$ cat src/rtl/alu_cfg.svh
/*
  Constants for the add-and-shift datapath: register offsets, status bit
  positions, reset values and the addresses of the indirect access slots.
  Assumes inclusion by bare name from the design files.
*/
`ifndef ALU_CFG_SVH
`define ALU_CFG_SVH

// Register byte offsets on the register bus
`define OFS_ACCUMULATOR    12'h000
`define OFS_STATUS         12'h004
`define OFS_POINTER0       12'h008
`define OFS_POINTER1       12'h00C

// Status register bit positions
`define BIT_CARRY          0
`define BIT_DIGIT_CARRY    1
`define BIT_ZERO           2
`define BIT_BUSY           3

// Reset values
`define RST_ACCUMULATOR    8'h00
`define RST_POINTER        16'h0000
`define RST_FLAG           1'b0

// File addresses of the indirect access register slots
`define ADDR_INDIRECT0     7'h00
`define ADDR_INDIRECT1     7'h01

// Top bit of an indirect pointer pair
`define BIT_POINTER_TOP    15

`endif

$ cat src/rtl/alu_pkg.sv
/*
  Types for the add-and-shift datapath: operation codes handed over by the
  instruction decoder and the sequencer states.
  Assumes nothing of its surroundings.
*/
package alu_pkg;

  typedef enum logic [2:0] {
    OP_ADD_LITERAL_TO_POINTER,
    OP_AND_IMMEDIATE_TO_ACCUMULATOR,
    OP_ADD_IMMEDIATE_TO_ACCUMULATOR,
    OP_AND_ACCUMULATOR_WITH_FILE,
    OP_ADD_ACCUMULATOR_WITH_FILE,
    OP_ARITHMETIC_SHIFT_RIGHT_FILE,
    OP_ADD_ACCUMULATOR_FILE_CARRY
  } op_t;

  typedef enum logic [2:0] {
    ST_IDLE,
    ST_READ,
    ST_LATCH,
    ST_STALL,
    ST_EXEC
  } state_t;

endpackage

$ cat src/rtl/alu_add_flags.sv
/*
  Eight-bit adder with carry in, giving sum, carry out of bit 7, carry out
  of bit 3 and zero. Purely combinational; operands come from flip-flops
  of the instantiating datapath.
*/
`timescale 1ns/100ps
`default_nettype none

module alu_add_flags (
  input  wire logic [7:0] addA,
  input  wire logic [7:0] addB,
  input  wire logic       carryIn,
  output logic      [7:0] sum,
  output logic            carryOut,
  output logic            digitCarryOut,
  output logic            zero
);

  logic [8:0] fullSum;
  logic [4:0] lowSum;

  assign fullSum       = {1'b0, addA} + {1'b0, addB} + {8'h00, carryIn};
  assign lowSum        = {1'b0, addA[3:0]} + {1'b0, addB[3:0]}
                         + {4'h0, carryIn};
  assign sum           = fullSum[7:0];
  assign carryOut      = fullSum[8];
  assign digitCarryOut = lowSum[4];
  assign zero          = (fullSum[7:0] == 8'h00);

endmodule

`default_nettype wire

$ cat src/rtl/mcu_add_and_shift_datapath.sv
/*
  Execution datapath for add, AND, add-with-carry, arithmetic right shift
  and pointer-add operations of a small 8-bit core, with an APB slave for
  the accumulator, status flags and the two indirect pointer pairs.
  Assumes a decoder on ref_clk handing over decoded operations and a data
  memory with one-cycle registered read and single-cycle write.
*/
// Functional notes
// - Pointer add: sign-extend 6-bit literal, add to pointer 0 or 1.
// - Pointer pair is 16-bit modular; results wrap, never saturate.
// - AND immediate into accumulator; only zero flag changes.
// - Add immediate into accumulator; carry, digit carry, zero change.
// - AND accumulator with file register; only zero flag changes.
// - Add accumulator and file register; carry, digit carry, zero change.
// - Destination bit 0 writes accumulator, 1 writes the file register.
// - Shift file right, keep bit 7, old bit 0 to carry; carry, zero.
// - Add accumulator, file and carry; route by destination; three flags.
// - File operand is a 7-bit address, locations 0 to 127.
// - Indirect slot with pointer top bit set costs one extra cycle.
`timescale 1ns/100ps
`default_nettype none
`include "alu_cfg.svh"

module mcu_add_and_shift_datapath (
  input  wire logic          ref_clk,
  input  wire logic          rst,
  input  wire logic          psel,
  input  wire logic          penable,
  input  wire logic          pwrite,
  input  wire logic [11:0]   paddr,
  input  wire logic [31:0]   pwdata,
  output logic      [31:0]   prdata,
  output logic               pready,
  output logic               pslverr,
  input  wire logic          opValid,
  output logic               opReady,
  input  wire alu_pkg::op_t  opCode,
  input  wire logic [7:0]    opLiteral,
  input  wire logic [6:0]    opFileAddr,
  input  wire logic          opDestFile,
  input  wire logic          opPtrSel,
  output logic               opDone,
  output logic               memRdEn,
  output logic      [6:0]    memAddr,
  input  wire logic [7:0]    memRdData,
  output logic               memWrEn,
  output logic      [7:0]    memWrData
);

  alu_pkg::state_t state_ff;
  alu_pkg::state_t nxt_state;
  alu_pkg::op_t    op_ff;
  alu_pkg::op_t    nxt_op;
  logic [7:0]      lit_ff;
  logic [7:0]      nxt_lit;
  logic [6:0]      addr_ff;
  logic [6:0]      nxt_addr;
  logic            destFile_ff;
  logic            nxt_destFile;
  logic            ptrSel_ff;
  logic            nxt_ptrSel;
  logic [7:0]      opnd_ff;
  logic [7:0]      nxt_opnd;
  logic [7:0]      acc_ff;
  logic [7:0]      nxt_acc;
  logic            carry_ff;
  logic            nxt_carry;
  logic            digitCarry_ff;
  logic            nxt_digitCarry;
  logic            zero_ff;
  logic            nxt_zero;
  logic [15:0]     ptr0_ff;
  logic [15:0]     nxt_ptr0;
  logic [15:0]     ptr1_ff;
  logic [15:0]     nxt_ptr1;
  logic            memWrEn_ff;
  logic            nxt_memWrEn;
  logic [7:0]      memWrData_ff;
  logic [7:0]      nxt_memWrData;
  logic            done_ff;
  logic            nxt_done;
  logic [31:0]     prdata_ff;
  logic [31:0]     nxt_prdata;

  logic [7:0]      addB;
  logic            addCarryIn;
  logic [7:0]      addSum;
  logic            addCarry;
  logic            addDigitCarry;
  logic            addZero;
  logic [7:0]      result;
  logic [15:0]     ptrStep;
  logic            apbWrite;
  logic            indirectPenalty;

  function automatic logic isFileOp(input alu_pkg::op_t op);
    isFileOp = (op == alu_pkg::OP_AND_ACCUMULATOR_WITH_FILE)
            || (op == alu_pkg::OP_ADD_ACCUMULATOR_WITH_FILE)
            || (op == alu_pkg::OP_ARITHMETIC_SHIFT_RIGHT_FILE)
            || (op == alu_pkg::OP_ADD_ACCUMULATOR_FILE_CARRY);
  endfunction

  function automatic logic isMapped(input logic [11:0] addr);
    isMapped = (addr == `OFS_ACCUMULATOR) || (addr == `OFS_STATUS)
            || (addr == `OFS_POINTER0) || (addr == `OFS_POINTER1);
  endfunction

  // Shared adder for the accumulator add forms; pointer add uses its own adder
  alu_add_flags u_add (
    .addA          (acc_ff),
    .addB          (addB),
    .carryIn       (addCarryIn),
    .sum           (addSum),
    .carryOut      (addCarry),
    .digitCarryOut (addDigitCarry),
    .zero          (addZero)
  );

  assign addB       = (op_ff == alu_pkg::OP_ADD_IMMEDIATE_TO_ACCUMULATOR)
                      ? lit_ff : opnd_ff;
  assign addCarryIn = (op_ff == alu_pkg::OP_ADD_ACCUMULATOR_FILE_CARRY)
                      && carry_ff;
  assign ptrStep    = {{10{lit_ff[5]}}, lit_ff[5:0]};

  // indirect slot with pointer top bit set
  assign indirectPenalty =
      ((addr_ff == `ADDR_INDIRECT0) && ptr0_ff[`BIT_POINTER_TOP])
   || ((addr_ff == `ADDR_INDIRECT1) && ptr1_ff[`BIT_POINTER_TOP]);

  assign apbWrite  = psel && penable && pwrite;
  assign pready    = psel && penable;
  assign pslverr   = psel && penable && !isMapped(paddr);
  assign prdata    = prdata_ff;
  assign opReady   = (state_ff == alu_pkg::ST_IDLE);
  assign opDone    = done_ff;
  assign memRdEn   = (state_ff == alu_pkg::ST_READ);
  assign memAddr   = addr_ff;
  assign memWrEn   = memWrEn_ff;
  assign memWrData = memWrData_ff;

  always_comb begin
    nxt_state      = state_ff;
    nxt_op         = op_ff;
    nxt_lit        = lit_ff;
    nxt_addr       = addr_ff;
    nxt_destFile   = destFile_ff;
    nxt_ptrSel     = ptrSel_ff;
    nxt_opnd       = opnd_ff;
    nxt_acc        = acc_ff;
    nxt_carry      = carry_ff;
    nxt_digitCarry = digitCarry_ff;
    nxt_zero       = zero_ff;
    nxt_ptr0       = ptr0_ff;
    nxt_ptr1       = ptr1_ff;
    nxt_memWrEn    = 1'b0;
    nxt_memWrData  = memWrData_ff;
    nxt_done       = 1'b0;
    nxt_prdata     = prdata_ff;
    result         = 8'h00;

    // Read data is captured in the setup phase
    if (psel && !penable) begin
      nxt_prdata = 32'h0000_0000;
      if (paddr == `OFS_ACCUMULATOR) begin
        nxt_prdata[7:0] = acc_ff;
      end else if (paddr == `OFS_STATUS) begin
        nxt_prdata[`BIT_CARRY]       = carry_ff;
        nxt_prdata[`BIT_DIGIT_CARRY] = digitCarry_ff;
        nxt_prdata[`BIT_ZERO]        = zero_ff;
        nxt_prdata[`BIT_BUSY]        = (state_ff != alu_pkg::ST_IDLE);
      end else if (paddr == `OFS_POINTER0) begin
        nxt_prdata[15:0] = ptr0_ff;
      end else if (paddr == `OFS_POINTER1) begin
        nxt_prdata[15:0] = ptr1_ff;
      end
    end

    // Software writes; the datapath below overrides in the same cycle
    if (apbWrite) begin
      if (paddr == `OFS_ACCUMULATOR) begin
        nxt_acc = pwdata[7:0];
      end else if (paddr == `OFS_STATUS) begin
        nxt_carry      = pwdata[`BIT_CARRY];
        nxt_digitCarry = pwdata[`BIT_DIGIT_CARRY];
        nxt_zero       = pwdata[`BIT_ZERO];
      end else if (paddr == `OFS_POINTER0) begin
        nxt_ptr0 = pwdata[15:0];
      end else if (paddr == `OFS_POINTER1) begin
        nxt_ptr1 = pwdata[15:0];
      end
    end

    unique case (state_ff)
      alu_pkg::ST_IDLE: begin
        if (opValid) begin
          nxt_op       = opCode;
          nxt_lit      = opLiteral;
          nxt_addr     = opFileAddr;
          nxt_destFile = opDestFile;
          nxt_ptrSel   = opPtrSel;
          nxt_state    = isFileOp(opCode) ? alu_pkg::ST_READ
                                          : alu_pkg::ST_EXEC;
        end
      end
      alu_pkg::ST_READ: begin
        nxt_state = alu_pkg::ST_LATCH;
      end
      alu_pkg::ST_LATCH: begin
        nxt_opnd = memRdData;
        nxt_state = indirectPenalty ? alu_pkg::ST_STALL : alu_pkg::ST_EXEC;
      end
      alu_pkg::ST_STALL: begin
        nxt_state = alu_pkg::ST_EXEC;
      end
      alu_pkg::ST_EXEC: begin
        nxt_state = alu_pkg::ST_IDLE;
        nxt_done  = 1'b1;
        unique case (op_ff)
          alu_pkg::OP_ADD_LITERAL_TO_POINTER: begin
            if (ptrSel_ff) begin
              nxt_ptr1 = ptr1_ff + ptrStep;
            end else begin
              nxt_ptr0 = ptr0_ff + ptrStep;
            end
          end
          alu_pkg::OP_AND_IMMEDIATE_TO_ACCUMULATOR: begin
            result   = acc_ff & lit_ff;
            nxt_zero = (result == 8'h00);
          end
          alu_pkg::OP_AND_ACCUMULATOR_WITH_FILE: begin
            result   = acc_ff & opnd_ff;
            nxt_zero = (result == 8'h00);
          end
          alu_pkg::OP_ARITHMETIC_SHIFT_RIGHT_FILE: begin
            result    = {opnd_ff[7], opnd_ff[7:1]};
            nxt_carry = opnd_ff[0];
            nxt_zero  = (result == 8'h00);
          end
          default: begin
            result         = addSum;
            nxt_carry      = addCarry;
            nxt_digitCarry = addDigitCarry;
            nxt_zero       = addZero;
          end
        endcase
        if (op_ff != alu_pkg::OP_ADD_LITERAL_TO_POINTER) begin
          if (isFileOp(op_ff) && destFile_ff) begin
            nxt_memWrEn   = 1'b1;
            nxt_memWrData = result;
          end else begin
            nxt_acc = result;
          end
        end
      end
    endcase
  end

  always_ff @(posedge ref_clk) begin
    if (rst) begin
      state_ff      <= alu_pkg::ST_IDLE;
      op_ff         <= alu_pkg::OP_ADD_LITERAL_TO_POINTER;
      lit_ff        <= 8'h00;
      addr_ff       <= 7'h00;
      destFile_ff   <= 1'b0;
      ptrSel_ff     <= 1'b0;
      opnd_ff       <= 8'h00;
      acc_ff        <= `RST_ACCUMULATOR;
      carry_ff      <= `RST_FLAG;
      digitCarry_ff <= `RST_FLAG;
      zero_ff       <= `RST_FLAG;
      ptr0_ff       <= `RST_POINTER;
      ptr1_ff       <= `RST_POINTER;
      memWrEn_ff    <= 1'b0;
      memWrData_ff  <= 8'h00;
      done_ff       <= 1'b0;
      prdata_ff     <= 32'h0000_0000;
    end else begin
      state_ff      <= nxt_state;
      op_ff         <= nxt_op;
      lit_ff        <= nxt_lit;
      addr_ff       <= nxt_addr;
      destFile_ff   <= nxt_destFile;
      ptrSel_ff     <= nxt_ptrSel;
      opnd_ff       <= nxt_opnd;
      acc_ff        <= nxt_acc;
      carry_ff      <= nxt_carry;
      digitCarry_ff <= nxt_digitCarry;
      zero_ff       <= nxt_zero;
      ptr0_ff       <= nxt_ptr0;
      ptr1_ff       <= nxt_ptr1;
      memWrEn_ff    <= nxt_memWrEn;
      memWrData_ff  <= nxt_memWrData;
      done_ff       <= nxt_done;
      prdata_ff     <= nxt_prdata;
    end
  end

endmodule

`default_nettype wire

$ cat config.mk
export PLATFORM = sky130hd
export DESIGN_NAME = mcu_add_and_shift_datapath
export DESIGN_NICKNAME = d
export VERILOG_FILES = /design/src/rtl/alu_pkg.sv /design/src/rtl/alu_add_flags.sv /design/src/rtl/mcu_add_and_shift_datapath.sv
export VERILOG_INCLUDE_DIRS = /design/src /design/src/rtl
export SDC_FILE = /design/constraint.sdc
export NUM_CORES = 1
export LEC_CHECK = 0
export BUFFER_PORTS_ARGS = -buffer_cell sky130_fd_sc_hd__buf_2
export CAP_MARGIN = 40
export CORE_UTILIZATION = 57
export CTS_CLUSTER_SIZE = 28
export DETAILED_ROUTE_END_ITERATION = 12
export HOLD_SLACK_MARGIN = 0.06
export PLACE_DENSITY = 0.82
export SYNTH_ARGS = -nofsm -noshare
export SYNTH_HDL_FRONTEND = slang
export SYNTH_SLANG_ARGS = --single-unit
$ cat constraint.sdc
create_clock -name ref_clk -period 3.5 [get_ports ref_clk]
set_input_delay 0.525 -clock ref_clk [delete_from_list [all_inputs] [get_ports ref_clk]]
set_output_delay 0.525 -clock ref_clk [all_outputs]
set_load 0.005 [all_outputs]
==> run summary, run 1 <==
Starting DRT DRC Count -> 591
most common cell in the netlist -> dfxtp_1
GR met3 Demand/Resource -> 4.137%
DIE AREA -> 12500 µm²
area leader, netlist -> dfxtp_1
net count reported at finish -> 1017
port bufs -> 98
Die Y -> 111.8 µm
max_cap viols -> 0
DRC Markers -> 13
slew at the pin with the worst max-slew slack -> 0.7870 ns
Crit. End Element -> flop
H-tree depth -> 3
worst-skew pair later-pin latency -> 0.35 ns
CP Data Required Time -> 3.71 ns
final worst path period share -> 93.10%
post-cts resize count -> 0
Synth area leaders -> dfxtp_1 (29%), ha_1 (6.9%), mux2i_1 (6.4%)
all-layer global routing usage -> 29.47%
routed vias -> 6470
area grow syn2layout -> 12.05%
ratio of cells with drive above 1 in the final layout -> 19.73%
# clock sinks -> 100
Post-Route WL -> 17960 µm
worst hold path class -> input port to flop
Clk pin slew, worst setup/hold paths -> 0.07 ns
first-pass GRT wire length -> 29810 µm
final hold violation count -> 0
root buffer cell -> clkbuf_16
global routing usage on met2 -> 44.76%
internal reg-to-reg setup slack -> 0.24 ns
Initial Utilization -> 59.44%
initial antenna violation count -> 0
GR Overflow Total -> 0
DR vias/cell -> 6.191
Syn Inst Count -> 821
CTS max path bufs -> 2
Core Region -> 11560 µm²
Cell variety after synth -> 72
num rows -> 39
fin. max-slew vios -> 0
drt first pass iters -> 9
post-detail-place hpwl -> 12980 µm
ys async rst share -> 0%
grt peak-use layer -> met2
flops & latches, synth -> 100
Lkg Pwr -> 3.320 nW
CTS tree -> yes
number of flops mapped to enable cells by yosys -> 0
CP Max Fanout -> 4
netlist area before placement -> 6874 µm²
fmax -> 306.9 MHz
vias in the first global route -> 5945
Tmin final -> 3.259 ns
P per Cell Area -> 384.2 nW/µm²
Post-Syn Area per Cell -> 8.373 µm²
met1 Resource Use GR -> 43.01%
Yosys top cell area share -> 29.12%
Filler Cells Inserted -> 978
Placer Congestion -> 0.8774
Main synth FF type -> dfxtp_1
failing checks -> design-rule violations
Post-CTS Hold Fix Bufs -> 0
post-synthesis sequential area ratio -> 29.12%
DR WL/cell -> 17.18 µm
CP Data Arrival Time -> 3.47 ns
Inserted Diodes -> 0
die width -> 111.8 µm
Final setup viols -> 0
largest net degree at the start of global routing -> 56
Fin Hold WS -> 0.4035 ns
I/O pin count -> 131
DRT antenna net count -> 0
Max IR drop VDD -> 217.4 µV
clock skew -> 0.009241 ns
TNS Setup -> 0 ns
startpoint types -> flop
RSZ-0062 raised after global routing -> false
top cells by count, synth -> dfxtp_1 (100), nand2_1 (83), a21oi_1 (76)
Slew headroom -> 47.53%
Setup CP Type -> flop to flop
CTS buffer count -> 9
post-CTS setup buffers -> 0
Synth Warn # -> 0
status -> finished, violations left
## cells by family after synthesis
logic type / after synthesis / synth area share [%]
AO/OA/AOI/OAI: 225 / 21.51
adder cells (fa/ha/maj): 42 / 8.082
AND/OR/NAND/NOR: 267 / 18.84
multiplexers: 83 / 13.45
other: 1 / 0.05455
buffers and inverters: 79 / 5.879
flip-flops: 100 / 29.12
XOR/XNOR: 24 / 3.058
## final timing paths
path | from | end | cells past startpoint
setup / recovery | op_ff[1] | carry_ff | 12
hold / removal | opFileAddr[0] | memAddr[0] | 3
hold reg to reg | prdata[15] | prdata[15] | 2
setup reg to reg | op_ff[1] | carry_ff | 12
## state kept, by name (all words and copies together), names as in the netlist, 3 cells and up
name,cells
lit_ff,8
acc_ff,8
ptr0_ff,16
opnd_ff,8
memAddr,7
op_ff,3
prdata,16
ptr1_ff,16
state_ff,3
memWrData,8
## metal layers
metal | vias to the layer above | wire [µm]
li1 | 3126 | -
met1 | 2995 | 8446
met2 | 315 | 7511
met3 | 34 | 1626
met4 | 0 | 371
met5 | - | 0
## through the flow
step / total power (W) / std cells / setup slack, ns / utilization (%) / area, µm²
4_1_cts: 0.002952 / 1045 / 0.1299 / 66.54 / 7695
5_1_grt: 0.003084 / 1045 / 0.02070 / 66.60 / 7702
3_3_place_gp: 0.001866 / 1027 / 0.3280 / 63.58 / 7353
2_1_floorplan: 0.001710 / 836 / 0.3257 / - / 6930
3_5_place_dp: 0.001880 / 1029 / 0.2182 / 63.78 / 7376
6_report: 0.002959 / 1045 / 0.2415 / 66.60 / 7702
## report_power, final
group / total, W / internal [W] / switching [W]
logic: 0.000605 / 0.000250 / 0.000355
registers: 0.00127 / 0.00119 / 0.0000720
clock network: 0.00109 / 0.000646 / 0.000441
total: 0.00296 / 0.00209 / 0.000869
## cell usage in the layout (no fill, tap or decap), types with 14 or more instances in the layout
| master | instances |
|---|---|
| dfxtp_1 | 100 |
| buf_2 | 98 |
| nand2_1 | 83 |
| a21oi_1 | 76 |
| nor2_1 | 75 |
| mux2i_1 | 44 |
| ha_1 | 38 |
| mux2_2 | 34 |
| a211oi_1 | 32 |
| o21ai_0 | 27 |
| xnor2_1 | 22 |
| nand3_1 | 19 |
| nor3_1 | 18 |
| inv_1 | 16 |
| a22oi_1 | 16 |
| conb_1 | 16 |
| buf_4 | 14 |
## layout make-up
cell class	instances	area [µm²]	area share [%]
inverter	16	60.06	0.7797
tap	143	178.9	2.323
clock inverter	4	72.57	0.9422
sequential	100	2002	25.99
clock buffer	12	246.5	3.200
timing repair buffer	113	610.6	7.927
multi-input combinational	657	4532	58.84
## worst max-delay path: stages, from the launching register on
cell and delay [ns]:
dfxtp_1 0.33, nor2b_1 0.24, nor2b_2 0.30, mux2i_1 0.24, fa_1 0.23, inv_1 0.06, fa_1 0.46, a211oi_2 0.31
o21ai_0 0.21, a21o_1 0.21, a21o_1 0.18, a222oi_1 0.27, nor3_1 0.09
(Power assumes the default switching activity.)
==> run 2, diff against run 1 <==
Settings changed: REMOVE_ABC_BUFFERS set to 1.
==> run 2 against run 1 <==
  * The flow still finishes with violations (design-rule violations)
  * First-iteration DRC count decreased by 5.8%
  * Final cell count increased by 0.19%
  * Utilization about the same
  * Register-to-register slack improved by 0.17 ns
  * Power decreased by 1.2%
  * Final area about the same
  * Maximum frequency increased by 5.5%
  * Global-route usage increased by 0.25 points
  * Wire length increased by 1.4%
  * Die area unchanged
  * Largest power group unchanged
  * Flip-flop and latch count unchanged
  * Non-clock buffer count increased by 2
==> run summary, run 2 (synthesis results as in run 1) <==
status -> finished, violations left
failing checks -> design-rule violations
DRC Markers -> 11 (-2)
Slew headroom -> 37.06% (-10 points)
CP Max Fanout -> 7 (+3)
# clock sinks -> 100 (unchanged)
Starting DRT DRC Count -> 557 (-5.8%)
CP Data Arrival Time -> 3.37 ns (-0.10 ns)
GR Overflow Total -> 0 (unchanged)
Placer Congestion -> 0.9227 (+5.2%)
CTS buffer count -> 9 (unchanged)
Max IR drop VDD -> 298.4 µV (+37%)
Die Y -> 111.8 µm (unchanged)
Core Region -> 11560 µm² (unchanged)
most frequent cells in the layout -> dfxtp_1 (100), buf_2 (98), nand2_1 (83), a21oi_1 (76), nor2_1 (75)
clock skew -> 0.008080 ns (-0.001161 ns)
CP dominant cell by count -> a211oi_1
Tmin final -> 3.088 ns (-0.1707 ns)
P per Cell Area -> 379.7 nW/µm² (-1.2%)
die width -> 111.8 µm (unchanged)
H-tree depth -> 3 (unchanged)
Lkg Pwr -> 3.324 nW (+0.12%)
Crit. End Element -> flop
Critical Path Max Stage Delay -> 0.41 ns (-0.05 ns)
Inserted Diodes -> 0 (unchanged)
CP Cell Sequence -> nor2b_1 > nor2b_1 > buf_4 > mux2_2 > fa_1 > a211oi_1 > o21ai_0 > a211oi_1 > mux2_2 > nor2_1 > a211oi_1
Setup CP Type -> flop to flop
final worst setup slack -> 0.4121 ns (+0.1707 ns)
routed vias -> 6430 (-0.62%)
net count reported at finish -> 1019 (+0.20%)
Post-Route WL -> 18200 µm (+1.4%)
hold path cells -> 3 (unchanged)
final non-filler cell area -> 7700 µm² (about the same)
all-layer global routing usage -> 29.72% (+0.25 points)
Clk pin slew, worst setup/hold paths -> 0.07 ns (about the same)
placed cells -> 1031 (+0.19%)
I/O pin count -> 131 (unchanged)
DRT antenna net count -> 0 (unchanged)
RSZ-0062 raised after global routing -> false
DIE AREA -> 12500 µm² (unchanged)
Layout Cells excl Fill -> 1047 (+0.19%)
commonest non-fill, non-tap cell in the layout -> dfxtp_1
drt first pass iters -> 11 (+2)
final hold violation count -> 0 (unchanged)
fmax -> 323.8 MHz (+5.5%)
Slowest cell on crit path -> fa_1
vias in the first global route -> 5875 (-1.2%)
final worst path period share -> 88.23% (-4.9 points)
ratio of cells with drive above 1 in the final layout -> 19.91% (+0.18 points)
Filler Cells Inserted -> 1013 (+3.6%)
DR vias/cell -> 6.141 (-0.81%)
max_cap viols -> 0 (unchanged)
Initial Utilization -> 59.44% (unchanged)
startpoint types -> flop
port bufs -> 98 (unchanged)
largest net degree at the start of global routing -> 54 (-3.6%)
R2R cell count -> 11 (-1)
initial antenna violation count -> 0 (unchanged)
Fin Hold WS -> 0.3925 ns (-0.01101 ns)
placed instance area -> 7391 µm² (+0.20%)
slew at the pin with the worst max-slew slack -> 0.9378 ns (+0.1507 ns)
worst-skew pair later-pin latency -> 0.37 ns (+0.02 ns)
post-cts resize count -> 0 (unchanged)
post-detail-place hpwl -> 13280 µm (+2.3%)
DR WL/cell -> 17.39 µm (+1.2%)
post-CTS setup buffers -> 0 (unchanged)
Post-CTS Hold Fix Bufs -> 0 (unchanged)
Final setup viols -> 0 (unchanged)
worst hold path class -> input port to flop
num rows -> 39 (unchanged)
root buffer cell -> clkbuf_16
TNS Setup -> 0 ns (unchanged)
setup slack at placement -> 0.4918 ns (+0.2736 ns)
CTS tree -> yes
first-pass GRT wire length -> 29460 µm (-1.2%)
fin. max-slew vios -> 0 (unchanged)
area grow syn2layout -> 12.01% (about the same)
CTS max path bufs -> 2 (unchanged)
CP Data Required Time -> 3.79 ns (+0.08 ns)
run 2: layout make-up:
cell class	instances	area [µm²]	share of cell area, %
Clock buffer	9	225.2	2.925
Sequential cell	100	2002	26.00
Inverter	16	60.06	0.7800
Multi-Input combinational cell	657	4524	58.76
Tap cell	143	178.9	2.324
Timing Repair Buffer	115	625.6	8.125
Clock inverter	7	83.83	1.089
run 2: worst paths after layout:
path                startpoint    endpoint  slack, ns
hold / removal    memRdData[7]  opnd_ff[7]       0.39
hold reg to reg      prdata[3]   prdata[3]       0.45
setup reg to reg      op_ff[1]   acc_ff[6]       0.41
setup / recovery      op_ff[1]   acc_ff[6]       0.41
run 2: worst max-delay path, delay by kind of cell (launching register included):
family                   cells  cell delay (ns)
AO/OA/AOI/OAI                4             0.99
AND/OR/NAND/NOR              3             0.47
flip-flops                   1             0.32
multiplexers                 2             0.63
adder cells (fa/ha/maj)      1             0.41
buffers and inverters        1             0.20
run 2: metrics by stage:
stage | power [W] | utilization, %
CTS | 0.002916 | 66.58
floorplan | 0.001661 | -
finish | 0.002923 | 66.58
global placement | 0.001868 | 63.71
detailed placement | 0.001877 | 63.91
global route | 0.003045 | 66.58
run 2: per-layer routing:
layer  wire length [µm]  vias to the layer above  global-route usage [%]
met2               8115                      288                   46.46
met1               8170                     2970                   40.28
met3               1531                       30                   6.260
met5                  0                        -                       0
li1                   -                     3142                       -
met4                386                        0                   10.99
run 2: power by group:
part	switching [W]	leakage [nW]	total, W	internal (W)
combinational	0.000351	2.37	0.000600	0.000249
clock	0.000491	0.148	0.00106	0.000566
sequential	0.0000724	0.811	0.00127	0.00119
total	0.000914	3.32	0.00292	0.00201
